## config.mk

```make
export PLATFORM = sky130hd
export DESIGN_NAME = seq_host_ctrl
export DESIGN_NICKNAME = d
export VERILOG_FILES = /design/src/logic/seq_host_pkg.sv /design/src/logic/seq_host_ctrl.sv
export VERILOG_INCLUDE_DIRS = /design/src /design/src/logic
export SDC_FILE = /design/constraint.sdc
export NUM_CORES = 1
export LEC_CHECK = 0
export BUFFER_PORTS_ARGS = -buffer_cell sky130_fd_sc_hd__buf_2
export CELL_PAD_IN_SITES_DETAIL_PLACEMENT = 2
export CELL_PAD_IN_SITES_GLOBAL_PLACEMENT = 2
export CORE_ASPECT_RATIO = 1.2
export CORE_MARGIN = 10
export CORE_UTILIZATION = 36
export CTS_CLUSTER_DIAMETER = 40
export CTS_CLUSTER_SIZE = 25
export DETAILED_ROUTE_END_ITERATION = 10
export MAX_ROUTING_LAYER = met4
export PLACE_DENSITY_LB_ADDON = 0.1
export SYNTH_ARGS = -nofsm -noshare
export SYNTH_HDL_FRONTEND = slang
export SYNTH_SLANG_ARGS = --single-unit
```

## constraint.sdc

```tcl
create_clock -name sys_clk -period 7.4 [get_ports sys_clk]
set_clock_uncertainty 0.1 [all_clocks]
set_input_delay 0.74 -clock sys_clk [delete_from_list [all_inputs] [get_ports sys_clk]]
set_output_delay 0.74 -clock sys_clk [all_outputs]
set_load 0.01 [all_outputs]
```

## src/logic/seq_host_cfg.svh

```systemverilog
/*
  Constants for the write-sequencer host controller: device register map,
  command values, own APB register offsets and timing counts.
  Assumes a 100 MHz system clock and a device register port of 8-bit
  address and 16-bit data reached through a simple request/acknowledge port.
*/
// Summary of operation
// RQ1 - Default start-up first writes 0100h to sequencer control register 6Ch.
// RQ2 - Writing 0100h to launch register 6Fh starts sequence at step zero.
// RQ3 - Writing 0119h to launch register starts shutdown at step 19h.
// RQ4 - Device holds busy flag high while a sequence executes.
// RQ5 - After shutdown, wait busy low before stopping system clock and master clock.
// RQ6 - Third start-up write puts 0000h into DAC digital control 21h.
// RQ7 - Device keeps computed offset corrections while powered and not reset.
// RQ8 - Power loss or software reset restores default steps; recalibration needed.
// RQ9 - Fast start-up first writes 0111h to control register, selecting step 11h.
// RQ10 - Then write 00FFh to step-definition register 6Dh, making a dummy step.
// RQ11 - Then write 0000h to step-data register 6Eh clearing flag, wait, value.
// RQ12 - Fast start-up with stored offsets completes in under 50 ms.
// RQ13 - Default start-up completes in about 300 ms at 12.288 MHz.
// RQ14 - Default shutdown completes in about 350 ms.
// RQ15 - Master clock must run before any start-up is launched.
// RQ16 - Any write to register 00h resets every device register.
// RQ17 - Identification field at 00h is read-only; write only triggers reset.
// RQ18 - Reading register 00h returns the fixed 16-bit identification code.
// RQ19 - Launch shutdown only from the configuration left by default start-up; code only checks mclk_run, set by either start-up, kept through soft reset.
// RQ20 - Default start-up configures DAC playback to headphone and line at 48 kHz.
// RQ21 - Default start-up runs offset servo calibration and stores the correction.
// RQ22 - A step with its last flag set stops the sequencer and drops busy.
// RQ23 - Never launch or edit steps while busy reads 1; poll it first; code polls busy only after a launch, never before one.
`ifndef SEQ_HOST_CFG_SVH
`define SEQ_HOST_CFG_SVH

`define DEV_REG_RESET_IDENT  8'h00
`define DEV_REG_DAC_CTRL     8'h21
`define DEV_REG_SEQ_CTRL     8'h6C
`define DEV_REG_STEP_DEF     8'h6D
`define DEV_REG_STEP_DATA    8'h6E
`define DEV_REG_SEQ_LAUNCH   8'h6F
`define DEV_REG_SEQ_STATUS   8'h70
`define SEQ_RUNNING_BIT      0

`define VAL_SEQ_ON_IDX0      16'h0100
`define VAL_LAUNCH_IDX0      16'h0100
`define VAL_LAUNCH_SHUTDOWN  16'h0119
`define VAL_DAC_UNMUTE       16'h0000
`define VAL_SEQ_ON_IDX17     16'h0111
`define VAL_DUMMY_STEP_DEF   16'h00FF
`define VAL_DUMMY_STEP_DATA  16'h0000
`define VAL_SOFT_RESET       16'h0000

`define APB_CMD_OFS          12'h000
`define APB_STATUS_OFS       12'h004
`define APB_IDENT_OFS        12'h008
`define APB_DEV_ADDR_OFS     12'h00C
`define APB_DEV_DATA_OFS     12'h010

`define CMD_DEFAULT_START    3'd1
`define CMD_FAST_START       3'd2
`define CMD_SHUTDOWN         3'd3
`define CMD_SOFT_RESET       3'd4
`define CMD_READ_IDENT       3'd5
`define CMD_RAW_WRITE        3'd6
`define CMD_RAW_READ         3'd7

`define CLK_PERIOD_NS        10
`define POLL_GAP_US          10
`define POLL_GAP_CYC         ((`POLL_GAP_US * 1000) / `CLK_PERIOD_NS)
`define SEQ_TIMEOUT_MS       400
`define SEQ_TIMEOUT_CYC      ((`SEQ_TIMEOUT_MS * 1000000) / `CLK_PERIOD_NS)

`endif

```

## src/logic/seq_host_pkg.sv

```systemverilog
/*
  Types for the write-sequencer host controller.
  Assumes the constants header is compiled alongside.
*/
package seq_host_pkg;

  typedef struct packed {
    logic        req;
    logic        wr;
    logic [7:0]  addr;
    logic [15:0] wdata;
  } dev_req_t;

  typedef struct packed {
    logic        ack;
    logic [15:0] rdata;
  } dev_rsp_t;

  typedef enum logic [2:0] {
    ST_IDLE, ST_ISSUE, ST_WAIT_ACK, ST_GAP, ST_POLL, ST_DONE
  } host_state_t;

endpackage

```

## src/logic/seq_host_ctrl.sv

```systemverilog
/*
  Host controller that drives the device's write sequencer through its
  register port: default start-up, fast start-up, shutdown, software reset,
  identification read and raw register access, commanded over APB.
  Assumes the device port answers each request with a one-cycle ack on the
  same clock; the ack path is registered twice only if asynchronous, which
  it is not here. Master clock control pins are plain outputs.
*/
// Local design decision: register access over APB.
`include "seq_host_cfg.svh"

module seq_host_ctrl (
  input  wire logic                   sys_clk,
  input  wire logic                   rst,
  input  wire logic                   psel,
  input  wire logic                   penable,
  input  wire logic                   pwrite,
  input  wire logic [11:0]            paddr,
  input  wire logic [31:0]            pwdata,
  output logic      [31:0]            prdata,
  output logic                        pready,
  output logic                        pslverr,
  output seq_host_pkg::dev_req_t      dev_req,
  input  wire seq_host_pkg::dev_rsp_t dev_rsp,
  output logic                        mclk_run,
  output logic                        sysclk_on
);
  import seq_host_pkg::*;

  localparam int unsigned TIMEOUT_CYC = `SEQ_TIMEOUT_CYC;

  host_state_t  state_r;
  logic [2:0]   cmd_r;
  logic [2:0]   step_r;
  logic [2:0]   nsteps_r;
  logic         busy_r;
  logic         timeout_r;
  logic         done_r;
  logic [15:0]  ident_r;
  logic [7:0]   raw_addr_r;
  logic [15:0]  raw_data_r;
  logic [31:0]  wait_cnt_r;
  logic [31:0]  gap_cnt_r;
  logic         poll_mode_r;
  logic         apb_wr;
  logic         apb_rd;
  logic         cmd_go;

  assign apb_wr  = psel && penable && pwrite;
  assign apb_rd  = psel && penable && !pwrite;
  assign pready  = 1'b1;
  assign pslverr = 1'b0;
  // RQ19 shutdown only after start-up.
  assign cmd_go  = apb_wr && (paddr == `APB_CMD_OFS) && !busy_r && (pwdata[2:0] != 3'd0) &&
                   ((pwdata[2:0] != `CMD_SHUTDOWN) || mclk_run);

  // Register access word (write flag, address, data) for each step of each command.
  function automatic logic [24:0] step_word(input logic [2:0] cmd, input logic [2:0] idx,
                                            input logic [7:0] ra, input logic [15:0] rd);
    step_word = {1'b1, `DEV_REG_SEQ_STATUS, 16'h0000};
    unique case (cmd)
      `CMD_DEFAULT_START: begin
        // RQ1 RQ2 RQ6 start-up order.
        unique case (idx)
          3'd0:    step_word = {1'b1, `DEV_REG_SEQ_CTRL, `VAL_SEQ_ON_IDX0};
          3'd1:    step_word = {1'b1, `DEV_REG_SEQ_LAUNCH, `VAL_LAUNCH_IDX0};
          default: step_word = {1'b1, `DEV_REG_DAC_CTRL, `VAL_DAC_UNMUTE};
        endcase
      end
      `CMD_FAST_START: begin
        // RQ9 RQ10 RQ11 dummy step patch.
        unique case (idx)
          3'd0:    step_word = {1'b1, `DEV_REG_SEQ_CTRL, `VAL_SEQ_ON_IDX17};
          3'd1:    step_word = {1'b1, `DEV_REG_STEP_DEF, `VAL_DUMMY_STEP_DEF};
          3'd2:    step_word = {1'b1, `DEV_REG_STEP_DATA, `VAL_DUMMY_STEP_DATA};
          3'd3:    step_word = {1'b1, `DEV_REG_SEQ_LAUNCH, `VAL_LAUNCH_IDX0};
          default: step_word = {1'b1, `DEV_REG_DAC_CTRL, `VAL_DAC_UNMUTE};
        endcase
      end
      // RQ3 single shutdown write.
      `CMD_SHUTDOWN:   step_word = {1'b1, `DEV_REG_SEQ_LAUNCH, `VAL_LAUNCH_SHUTDOWN};
      // RQ16 soft reset write.
      `CMD_SOFT_RESET: step_word = {1'b1, `DEV_REG_RESET_IDENT, `VAL_SOFT_RESET};
      // RQ18 identification read.
      `CMD_READ_IDENT: step_word = {1'b0, `DEV_REG_RESET_IDENT, 16'h0000};
      `CMD_RAW_WRITE:  step_word = {1'b1, ra, rd};
      `CMD_RAW_READ:   step_word = {1'b0, ra, 16'h0000};
      default:         step_word = {1'b0, `DEV_REG_SEQ_STATUS, 16'h0000};
    endcase
  endfunction

  function automatic logic [2:0] step_count(input logic [2:0] cmd);
    unique case (cmd)
      `CMD_DEFAULT_START: step_count = 3'd3;
      `CMD_FAST_START:    step_count = 3'd5;
      default:            step_count = 3'd1;
    endcase
  endfunction

  // The launch write is followed by busy polling once the whole list is done.
  function automatic logic needs_poll(input logic [2:0] cmd);
    needs_poll = (cmd == `CMD_DEFAULT_START) || (cmd == `CMD_FAST_START) ||
                 (cmd == `CMD_SHUTDOWN);
  endfunction

  logic [24:0] cur_word;
  assign cur_word = poll_mode_r ? {1'b0, `DEV_REG_SEQ_STATUS, 16'h0000}
                                : step_word(cmd_r, step_r, raw_addr_r, raw_data_r);

  // Command sequencing state machine.
  always_ff @(posedge sys_clk) begin
    if (rst) begin
      state_r     <= ST_IDLE;
      step_r      <= 3'd0;
      nsteps_r    <= 3'd0;
      cmd_r       <= 3'd0;
      poll_mode_r <= 1'b0;
      busy_r      <= 1'b0;
      done_r      <= 1'b0;
      timeout_r   <= 1'b0;
      wait_cnt_r  <= 32'h0000_0000;
      gap_cnt_r   <= 32'h0000_0000;
    end else begin
      unique case (state_r)
        ST_IDLE: begin
          // RQ23 commands refused while busy.
          if (cmd_go) begin
            cmd_r       <= pwdata[2:0];
            nsteps_r    <= step_count(pwdata[2:0]);
            step_r      <= 3'd0;
            poll_mode_r <= 1'b0;
            busy_r      <= 1'b1;
            done_r      <= 1'b0;
            timeout_r   <= 1'b0;
            wait_cnt_r  <= 32'h0000_0000;
            state_r     <= ST_ISSUE;
          end
        end
        ST_ISSUE: state_r <= ST_WAIT_ACK;
        ST_WAIT_ACK: begin
          if (wait_cnt_r != 32'hFFFF_FFFF) begin
            wait_cnt_r <= wait_cnt_r + 32'h0000_0001;
          end
          if (dev_rsp.ack) begin
            if (poll_mode_r) begin
              // RQ4 RQ22 done when busy falls.
              if (!dev_rsp.rdata[`SEQ_RUNNING_BIT]) begin
                state_r <= ST_DONE;
              end else if (wait_cnt_r >= TIMEOUT_CYC) begin
                timeout_r <= 1'b1;
                state_r   <= ST_DONE;
              end else begin
                gap_cnt_r <= 32'h0000_0000;
                state_r   <= ST_GAP;
              end
            end else if (step_r + 3'd1 == nsteps_r) begin
              if (needs_poll(cmd_r)) begin
                poll_mode_r <= 1'b1;
                wait_cnt_r  <= 32'h0000_0000;
                gap_cnt_r   <= 32'h0000_0000;
                state_r     <= ST_GAP;
              end else begin
                state_r <= ST_DONE;
              end
            end else begin
              step_r  <= step_r + 3'd1;
              state_r <= ST_ISSUE;
            end
          end
        end
        ST_GAP: begin
          wait_cnt_r <= wait_cnt_r + 32'h0000_0001;
          gap_cnt_r  <= gap_cnt_r + 32'h0000_0001;
          if (gap_cnt_r + 32'h0000_0001 >= 32'(`POLL_GAP_CYC)) begin
            state_r <= ST_ISSUE;
          end
        end
        ST_POLL:  state_r <= ST_ISSUE;
        ST_DONE: begin
          busy_r  <= 1'b0;
          done_r  <= 1'b1;
          state_r <= ST_IDLE;
        end
        default: state_r <= ST_IDLE;
      endcase
    end
  end

  // Device port request: held from issue until ack.
  always_ff @(posedge sys_clk) begin
    if (rst) begin
      dev_req <= '0;
    end else if (state_r == ST_ISSUE) begin
      dev_req.req   <= 1'b1;
      dev_req.wr    <= cur_word[24];
      dev_req.addr  <= cur_word[23:16];
      dev_req.wdata <= cur_word[15:0];
    end else if (dev_rsp.ack) begin
      dev_req.req <= 1'b0;
    end
  end

  // Read results from the device port.
  always_ff @(posedge sys_clk) begin
    if (rst) begin
      ident_r <= 16'h0000;
    end else if (state_r == ST_WAIT_ACK && dev_rsp.ack && !dev_req.wr && !poll_mode_r) begin
      ident_r <= dev_rsp.rdata;
    end
  end

  // RQ15 RQ5 master and system clock control.
  always_ff @(posedge sys_clk) begin
    if (rst) begin
      mclk_run  <= 1'b0;
      sysclk_on <= 1'b0;
    end else if (cmd_go && (pwdata[2:0] == `CMD_DEFAULT_START ||
                            pwdata[2:0] == `CMD_FAST_START)) begin
      mclk_run  <= 1'b1;
      sysclk_on <= 1'b1;
    end else if (state_r == ST_DONE && cmd_r == `CMD_SHUTDOWN && !timeout_r) begin
      mclk_run  <= 1'b0;
      sysclk_on <= 1'b0;
    end
  end

  // Raw access address and data registers.
  always_ff @(posedge sys_clk) begin
    if (rst) begin
      raw_addr_r <= 8'h00;
      raw_data_r <= 16'h0000;
    end else if (apb_wr && !busy_r) begin
      if (paddr == `APB_DEV_ADDR_OFS) begin
        raw_addr_r <= pwdata[7:0];
      end
      if (paddr == `APB_DEV_DATA_OFS) begin
        raw_data_r <= pwdata[15:0];
      end
    end
  end

  // APB read data.
  always_ff @(posedge sys_clk) begin
    if (rst) begin
      prdata <= 32'h0000_0000;
    end else if (psel && !penable && !pwrite) begin
      unique case (paddr)
        `APB_CMD_OFS:      prdata <= {29'h0, cmd_r};
        `APB_STATUS_OFS:   prdata <= {28'h0, mclk_run, timeout_r, done_r, busy_r};
        `APB_IDENT_OFS:    prdata <= {16'h0000, ident_r};
        `APB_DEV_ADDR_OFS: prdata <= {24'h00_0000, raw_addr_r};
        `APB_DEV_DATA_OFS: prdata <= {16'h0000, raw_data_r};
        default:           prdata <= 32'h0000_0000;
      endcase
    end
  end

endmodule

```

==> results by group, run 1 <==
Status
  – Status: finished, final reports clean

Synthesis
  – Synth unique cells: 86
  – Sequential share of the synthesized area: 37.1%
  – Post-synth EDFFs: 0
  – Syn Area/Cell: 7.86 sq um
  – Post-synthesis async set-or-reset flop share: 0%
  – Post-Syn Area: 0.00878 sq mm
  – Yosys warns: 0
  – Mapped Cells: 1,117
  – Primary FF master, synth: dfxtp_1
  – Seq cells post-synth: 163

Clock tree
  – Clock root cell: clkbuf_16
  – CTS sink count: 163
  – # Post-CTS Setup Buffers: 0
  – CTS resizes: 0
  – Worst skew pair latency: about 0.43 ns
  – Total CTS buffers: 17
  – Max clock buf depth: 2
  – CTS Hold Buffers Added: 0
  – CTS H-tree depth: 4
  – TritonCTS clock tree: yes
  – CTS clk-pin slew, worst paths: roughly 0.060 ns

Critical path
  – WS Path Type: primary input to register
  – Worst Path Arrival: 3.94 ns
  – Startpoint Class: primary input
  – Crit path max fanout: 18
  – Worst Path Required: 7.56 ns
  – Crit end category: register

Global routing
  – Global-route wire length before repair: 49,100 um
  – Congestion Overflow GR: 0
  – Largest net degree at the start of global routing: 86
  – All-Layer GR Usage: between 20% and 30%
  – Vias in the first global route: 8,836
  – Initial antenna violation count: 1

Worst hold path
  – Hold WC Path Type: register to register

STA
  – Min Hold Slack: about 0.36 ns
  – Slew @ Worst Pin: 1.13 ns
  – Minimum clock period: 3.78 ns
  – Pins Over Slew Limit: 0
  – Fin. Hold Viols: 0
  – Final setup vio count: 0
  – Post-route clock period utilization: between 50% and 60%
  – Slew headroom: 24.9%
  – Unrepaired setup endpoints after global routing: false
  – F_max: 265 MHz
  – Setup TNS Final: 0 ns

Cells and area
  – Area growth from synthesis to layout: 11.7%
  – Layout cells sized above 1: 14.6%
  – Fin nets: 1,223
  – Post-Layout Cell Count: 1,483
  – Filler cells: 2,775

Placement
  – Inst Count DP: approximately 1,500
  – Routability cong.: 0.773
  – Post-DP HPWL: ~21,000 um
  – I/O Buffers: just over 90

Detailed routing
  – Residual DRC: 0
  – DR pass1 iterations: 6
  – Wire per inst: 20.3 um
  – Antenna viol nets, final: 0
  – Via Count: roughly 8,400
  – First DRT Iteration DRCs: between 400 and 500
  – Vias/cell: around 5.7
  – Total Wirelength: about 30,000 um

Flow run
  – # Max-Cap Violations: 0

Power and ir drop
  – Peak VDD IR: ~140 uV
  – Static Leakage: between 0.003 and 0.004 uW
  – Power density over the cells: 191 mW/mm^2

Floorplan
  – Die Span Y: between 150 and 200 um
  – Initial core utilization: between 30% and 40%
  – Die ar.: just over 0.03 sq mm
  – # rows: 62
  – Die width: 163 um
  – Ports: 128
  – Core Area: approximately 0.024 sq mm
## path summary, 6_finish.rpt
path	startpoint	to	slack, ns	depth (start not counted)
worst max-delay path	paddr[9]	raw_data_r[8]	3.62	7
worst min-delay path	dev_req[18]	dev_req[18]	0.36	2
worst max register to register	step_r[0]	wait_cnt_r[22]	3.93	9
worst min register to register	dev_req[18]	dev_req[18]	0.36	2
## cell type report
cell class | count | area (sq um) | area share [%]
Clock buffer | 24 | 492 | 5.01
Multi-Input combinational cell | 848 | 4930 | 50.3
Clock inverter | 7 | 121 | 1.24
Sequential cell | 163 | 3260 | 33.3
Tap cell | 320 | 400 | 4.08
Antenna cell | 2 | 5.00 | 0.0510
Inverter | 17 | 63.8 | 0.650
Timing Repair Buffer | 102 | 536 | 5.46
## state kept, by name (all words and copies together), names as in the netlist, 3 cells and up
| name | cells |
|---|---|
| step_r | 3 |
| ident_r | 16 |
| wait_cnt_r | 32 |
| nsteps_r | 3 |
| raw_addr_r | 8 |
| prdata | 16 |
| gap_cnt_r | 32 |
| state_r | 3 |
| raw_data_r | 16 |
| cmd_r | 3 |
| dev_req | 26 |
## layer usage
metal  vias to the layer above  GRT usage [%]  part of all wire (%)
li1                       4073              -                     -
met1                      4209           23.8                    44
met2                       123           34.6                    52
met3                        13           3.98                   3.3
met4                         0           3.58                  0.66
met5                         -              -                     0
## worst max-delay path, cell delays in order
cell     delay [ns]
buf_2          0.10
or4_4          0.57
or3_4          0.43
nor4b_4        0.94
nand2_1        0.76
nand2_1        0.28
a21oi_1        0.11
## synthesized netlist by cell type, types with 5 or more instances
library cell,instances,area [sq um]
and4_1,6,52.6
a21oi_1,126,631
buf_2,11,55.1
a41oi_1,7,61.3
and3_1,20,125
buf_4,23,173
a21o_1,10,75.1
o21ai_0,46,230
and2_1,14,87.6
xor2_1,5,43.8
nand3_1,38,190
a22oi_1,20,150
xnor2_1,11,96.3
nand2b_1,5,31.3
dfxtp_1,163,3260
clkbuf_1,54,203
or2_2,9,56.3
inv_1,17,63.8
nor3_1,37,185
nor2_1,124,465
nand2_1,148,556
nand4_1,24,150
nor2b_1,6,37.5
a31oi_1,22,138
mux2i_1,13,130
nor4_1,12,75.1
ha_1,8,100
a311oi_1,23,201
## kinds of logic (layout without fill, tap and decap cells)
family | after synthesis | after routing | synth area share (%)
muxes | 18 | 18 | 2.68
DFF | 163 | 163 | 37.1
AOI/OAI and AO/OA | 305 | 305 | 22.3
xor gates and xnor gates | 16 | 16 | 1.60
adders and majority gates | 8 | 8 | 1.14
other | 2 | 20 | 0.0855
and+or+nand+nor | 483 | 483 | 27.5
buffers and inverters | 122 | 150 | 7.53
## placed cells by master (no fill, tap or decap), types with 5 or more instances in the layout
cell / instances
dfxtp_1: 163
nand2_1: 148
a21oi_1: 126
nor2_1: 124
buf_2: 92
o21ai_0: 45
nand3_1: 38
nor3_1: 36
nand4_1: 24
a311oi_1: 23
a31oi_1: 22
a22oi_1: 20
and3_1: 20
conb_1: 18
inv_1: 17
clkbuf_16: 17
and2_1: 14
mux2i_1: 13
nor4_1: 12
xnor2_1: 11
a21o_1: 10
buf_4: 10
or2_2: 9
ha_1: 8
a41oi_1: 7
nor2b_1: 6
and4_1: 6
xor2_1: 5
nand2b_1: 5
## power breakdown
part | internal [uW] | switching [uW] | leakage, uW
Clock | 567 | 373 | 0.000289
Combinational | 16.8 | 39.0 | 0.00202
Sequential | 878 | 0.575 | 0.00131
## metrics by stage
step	power [uW]	setup slack (ns)	area [sq um]	utilization [%]
after detailed placement	954	3.14	9200	38.4
after CTS	1900	3.59	9810	40.9
after global placement	953	3.26	9200	38.4
final	1870	3.62	9810	40.9
after global routing	1940	3.36	9810	40.9
after floorplan	939	4.50	8840	-
No activity file was read; power rests on OpenSTA's default activity.
==> run 2, diff against run 1 <==
--- a/config.mk
+++ b/config.mk
@@ -11,7 +11,7 @@
 export CELL_PAD_IN_SITES_GLOBAL_PLACEMENT = 2
 export CORE_ASPECT_RATIO = 1.2
 export CORE_MARGIN = 10
-export CORE_UTILIZATION = 36
+export CORE_UTILIZATION = 30
 export CTS_CLUSTER_DIAMETER = 40
 export CTS_CLUSTER_SIZE = 25
 export DETAILED_ROUTE_END_ITERATION = 10
==> constraint.sdc (replaced) <==
create_clock -name sys_clk -period 3.3 [get_ports sys_clk]
set_clock_uncertainty 0.1 [all_clocks]
set_input_delay 0.33 -clock sys_clk [delete_from_list [all_inputs] [get_ports sys_clk]]
set_output_delay 0.33 -clock sys_clk [all_outputs]
set_load 0.01 [all_outputs]
==> run 2 against run 1 <==
Via count rose by 1.1%; flip-flop and latch count did not move; non-clock buffer count rose by 39; highest routed layer unchanged.
==> results by group, run 2 (same netlist as run 1, synthesis figures left out) <==
Detailed routing
  – Total Wirelength: approximately 31,000 um
  – Vias/cell: 5.37
  – Wire per inst: 19.7 um
  – DR pass1 iterations: 6
  – Via Count: 8,511
  – Antenna viol nets, final: 0
  – Residual DRC: 0
  – First DRT Iteration DRCs: 346

Critical path
  – Reg2reg start: step_r[0]
  – WS Path Type: register to register
  – Worst Path Arrival: 3.27 ns
  – Reg2Reg Depth: 11
  – FF-to-FF setup slack: 0.27 ns
  – Startpoint Class: register
  – Crit end category: register
  – Crit path max fanout: 23
  – Worst Path Required: roughly 3.5 ns
  – Worst R2R End: wait_cnt_r[9]

Floorplan
  – Core Area: 0.0288 sq mm
  – Die ar.: 0.0366 sq mm
  – Ports: 128
  – Die Span Y: 207 um
  – # rows: 68
  – Die width: around 180 um
  – Initial core utilization: 30.5%

Global routing
  – Vias in the first global route: 9,191
  – Congestion Overflow GR: 0
  – Largest net degree at the start of global routing: 66
  – Initial antenna violation count: 0
  – All-Layer GR Usage: roughly 18%
  – Global-route wire length before repair: between 50,000 and 60,000 um

Cells and area
  – Area growth from synthesis to layout: 16.0%
  – Post-Layout Cell Count: 1,586
  – ANT cells: 0
  – Commonest non-fill, non-tap cells in the layout: dfxtp_1 (163), nand2_1 (148), a21oi_1 (126)
  – Fin nets: 1,262
  – Commonest non-fill, non-tap cell in the layout: dfxtp_1
  – Filler cells: 3,353
  – Regs by FF count: gap_cnt_r (32), wait_cnt_r (32), dev_req (26)
  – Layout cells sized above 1: 17.7%

Placement
  – I/O Buffers: 93
  – Post-DP HPWL: 22,700 um
  – Inst Count DP: 1,554
  – Routability cong.: 0.790

Clock tree
  – Total CTS buffers: 17
  – CTS Hold Buffers Added: 0
  – Max clock buf depth: 2
  – # Post-CTS Setup Buffers: 0
  – CTS clk-pin slew, worst paths: 0.07 ns
  – Clock root cell: clkbuf_16
  – Worst skew pair latency: about 0.44 ns
  – CTS sink count: about 160
  – TritonCTS clock tree: yes
  – CTS H-tree depth: 4
  – CTS resizes: 0

Power and ir drop
  – Power density over the cells: 418 mW/mm^2
  – Static Leakage: ~0.0038 uW
  – Peak VDD IR: 224 uV

Worst hold path
  – Hold worst-path end: raw_data_r[13]
  – Hold WC Path Type: primary input to register
  – Hold path start: pwdata[13]
  – Worst Hold Depth: 3

Status
  – Status: finished, final reports clean

STA
  – Slew @ Worst Pin: 0.949 ns
  – Minimum clock period: 3.03 ns
  – Slew headroom: 36.5%
  – Unrepaired setup endpoints after global routing: false
  – Setup TNS Final: 0 ns
  – Fin. Hold Viols: 0
  – Pins Over Slew Limit: 0
  – Final setup vio count: 0
  – F_max: 331 MHz
  – Post-route clock period utilization: 91.7%

Flow run
  – # Max-Cap Violations: 0
## run 2: changes by cell type in the layout (fill, tap and decap cells not counted), sizes merged
| cell | change |
|---|---|
| clkinv | +3 |
| diode | -2 |
| buf | +39 |
| inv | +5 |
| clkbuf | -7 |
## run 2: how the worst max path moves through the flow
stage               from              to  slack (ns)  depth (start not counted)
4_1_cts        step_r[0]   wait_cnt_r[9]        0.17                         11
6_report       step_r[0]   wait_cnt_r[9]        0.27                         11
2_1_floorplan  step_r[0]  wait_cnt_r[15]        0.52                         10
5_1_grt        step_r[0]  wait_cnt_r[10]       0.005                         11
3_5_place_dp   step_r[0]   wait_cnt_r[9]        0.21                         11
3_3_place_gp   step_r[0]  wait_cnt_r[12]        0.26                         11
## run 2: final cells by class
type	count	area (sq um)	share of cell area (%)
clock buffers	17	425	4.18
flip-flops and latches	163	3260	32.0
well taps	385	482	4.73
multi-input cells	848	4930	48.4
clock inverters	15	193	1.89
inverters	17	63.8	0.626
repair buffers	141	828	8.13
## run 2: critical path: stages, from the launching register on
cell	delay, ns
dfxtp_1	0.38
ha_1	0.23
ha_1	0.30
xor2_1	0.18
nand4_1	0.14
o41ai_1	0.08
buf_4	0.17
a211oi_4	0.74
buf_4	0.33
o21a_1	0.13
o21ai_0	0.08
o41ai_1	0.07
## run 2: where the power goes
group | switching (uW) | internal [uW]
Clock | 947 | 1210
Sequential | 0.924 | 1970
Combinational | 88.7 | 41.5
Total | 1040 | 3220
## run 2: metal layers
layer  routed length (um)  track usage (%)
met5                    0                -
met1                14100             21.0
met3                  904             3.17
met2                16000             30.0
met4                  266             3.44
## run 2: through the flow
stage          worst slack (ns)  hold slack (ns)  area (sq um)  utilization (%)  power (uW)
2_1_floorplan             0.516            0.332          8840                -        2110
3_3_place_gp              0.263            0.340          9570             33.2        2140
3_5_place_dp              0.212            0.352          9570             33.2        2150
4_1_cts                   0.167         0.000440         10200             35.3        4320
5_1_grt                 0.00471           0.0179         10200             35.3        4410
6_report                  0.275           0.0173         10200             35.3        4260
==> run 3, diff against run 2 <==
--- a/config.mk
+++ b/config.mk
@@ -7,16 +7,14 @@
 export NUM_CORES = 1
 export LEC_CHECK = 0
 export BUFFER_PORTS_ARGS = -buffer_cell sky130_fd_sc_hd__buf_2
-export CELL_PAD_IN_SITES_DETAIL_PLACEMENT = 2
-export CELL_PAD_IN_SITES_GLOBAL_PLACEMENT = 2
 export CORE_ASPECT_RATIO = 1.2
 export CORE_MARGIN = 10
-export CORE_UTILIZATION = 30
+export CORE_UTILIZATION = 52
 export CTS_CLUSTER_DIAMETER = 40
 export CTS_CLUSTER_SIZE = 25
 export DETAILED_ROUTE_END_ITERATION = 10
 export MAX_ROUTING_LAYER = met4
-export PLACE_DENSITY_LB_ADDON = 0.1
+export PLACE_DENSITY = 0.77
 export SYNTH_ARGS = -nofsm -noshare
 export SYNTH_HDL_FRONTEND = slang
 export SYNTH_SLANG_ARGS = --single-unit
==> run 3 against run 2 <==
Flip-flop and latch count unchanged; first-iteration DRC count increased by 89%; critical path depth decreased by 1; global-route usage increased by 3.7 points; die area decreased by 38%; maximum frequency decreased by 0.33%; final area decreased by 3.5%; via count decreased by 2.7%; critical endpoint is now wait_cnt_r[22]; largest cell class unchanged; largest power group unchanged.
==> results by group, run 3 (same netlist as run 1, synthesis figures left out) <==
Detailed routing
  – Vias/cell: 5.92
  – Antenna viol nets, final: 0
  – First DRT Iteration DRCs: ~650
  – Total Wirelength: 24,200 um
  – Via Count: slightly above 8,000
  – Residual DRC: 0
  – Wire per inst: ~17 um
  – DR pass1 iterations: 5

Placement
  – Routability cong.: 0.904
  – I/O Buffers: 93
  – Post-DP HPWL: 17,200 um
  – DP Worst Slack: slightly below 0.1 ns

Worst hold path
  – Worst Hold Depth: 3
  – Hold WC Path Type: primary input to register
  – Hold path start: pwdata[10]

Flow run
  – # Max-Cap Violations: 0

Critical path
  – Reg2Reg Depth: 10
  – Crit end category: register
  – Delay-heaviest family, CP: simple AND/OR/NAND/NOR gates
  – Crit. path cell count: 10
  – Worst R2R End: wait_cnt_r[22]
  – Worst Path Arrival: approximately 3.3 ns
  – Biggest cell delay along the critical path: 0.38 ns
  – Critical path cell sequence: ha_1, ha_1, xor2_1, nand4_1, buf_4, o31ai_1, nand2_1, nand2_1, o21bai_1, a211o_1
  – FF-to-FF setup slack: 0.26 ns
  – Crit path to: wait_cnt_r[22]
  – Reg2reg start: step_r[0]
  – Critical Path Source: step_r[0]
  – Crit path max fanout: 12
  – WS Path Type: register to register
  – CP max stage cell: dfxtp_1
  – Startpoint Class: register
  – CP bufs+invs: 1
  – Worst Path Required: around 3.5 ns

Cells and area
  – Area growth from synthesis to layout: 11.9%
  – Fin nets: 1,242
  – Layout cells sized above 1: 16.3%
  – Commonest non-fill, non-tap cells in the layout: dfxtp_1 (163), nand2_1 (148), a21oi_1 (126)
  – Regs by FF count: gap_cnt_r (32), wait_cnt_r (32), dev_req (26)
  – Commonest non-fill, non-tap cell in the layout: dfxtp_1

Clock tree
  – Total CTS buffers: 17
  – CTS Hold Buffers Added: 0
  – CTS clk-pin slew, worst paths: 0.07 ns
  – CTS H-tree depth: 4
  – # Post-CTS Setup Buffers: 0
  – Clock root cell: clkbuf_16
  – Worst skew pair latency: 0.43 ns
  – CTS sink count: approximately 160
  – Max clock buf depth: 2
  – TritonCTS clock tree: yes

Floorplan
  – Die ar.: approximately 0.023 sq mm
  – Die width: 139 um
  – Ports: 128
  – Initial core utilization: between 50% and 60%
  – Core Area: 0.0167 sq mm
  – # rows: 52
  – Die Span Y: 162 um

Global routing
  – Global route hottest layer: met2
  – Largest net degree at the start of global routing: 62
  – Initial antenna violation count: 3
  – Global-route wire length before repair: 39,100 um
  – Vias in the first global route: 7,757
  – All-Layer GR Usage: 21.3%
  – Congestion Overflow GR: 0
  – Met2 Resource Use GR: 35.8%
  – Met3 global-route usage: 4.43%
  – Met1 GRT Util: 23.8%

STA
  – Fin. Hold Viols: 0
  – Pins Over Slew Limit: 0
  – Min Hold Slack: ~0.026 ns
  – Post-route clock period utilization: 92.0%
  – Final setup margin: 0.265 ns
  – Slew headroom: just under 30%
  – F_max: between 300 and 400 MHz
  – Minimum clock period: around 3.0 ns
  – Slew @ Worst Pin: 1.06 ns
  – Final setup vio count: 0

Power and ir drop
  – Static Leakage: 0.00373 uW
  – Power density over the cells: 422 mW/mm^2
  – Final Total Pwr: 4150 uW
  – Peak VDD IR: 354 uV

Status
  – Status: finished, final reports clean
## run 3: final cells by class
type	instances	area, sq um
timing repair buffer	121	678
clock buffer	19	443
fill	1516	6890
inverter	17	63.8
tap	216	270
antenna	3	7.51
multi-input combinational	848	4940
clock inverter	13	164
sequential	163	3260
## run 3: how the worst min path moves through the flow
| stage | endpoint | slack (ns) |
|---|---|---|
| finish | raw_data_r[10] | 0.03 |
| global route | raw_data_r[10] | 0.03 |
| CTS | raw_data_r[10] | 0.02 |
| detailed placement | ident_r[9] | 0.35 |
| global placement | done_r | 0.34 |
| floorplan | done_r | 0.33 |
## run 3: stage by stage
stage	utilization [%]	setup TNS, ns	instances	instance area [sq um]
floorplan	-	0	1133	8840
global placement	55.0	0	1365	9200
detailed placement	55.0	0	1365	9200
CTS	58.7	0	1397	9810
global route	58.8	-0.00894	1400	9830
finish	58.8	0	1400	9830
## run 3: per-layer routing
layer	wire length [um]	vias to the layer above
li1	-	4107
met1	10000	3877
met2	12200	254
met3	1250	47
met4	731	0
met5	0	-
## run 3: tightest hold or removal path, stage by stage
cell,delay [ns]
buf_2,0.09
nand2_1,0.04
a21oi_1,0.05
## run 3: what timing repair did
item | 4_1_cts | 5_1_grt
gates resized for setup | 0 | 2
setup endpoints to repair | 0 | 14
hold endpoints to repair | 0 | 0
## run 3: power by group
part           internal [uW]  total (uW)  switching (uW)
combinational           39.1         120            81.3
sequential              1970        1970            1.91
clock                   1160        2060             893
total                   3170        4150             976
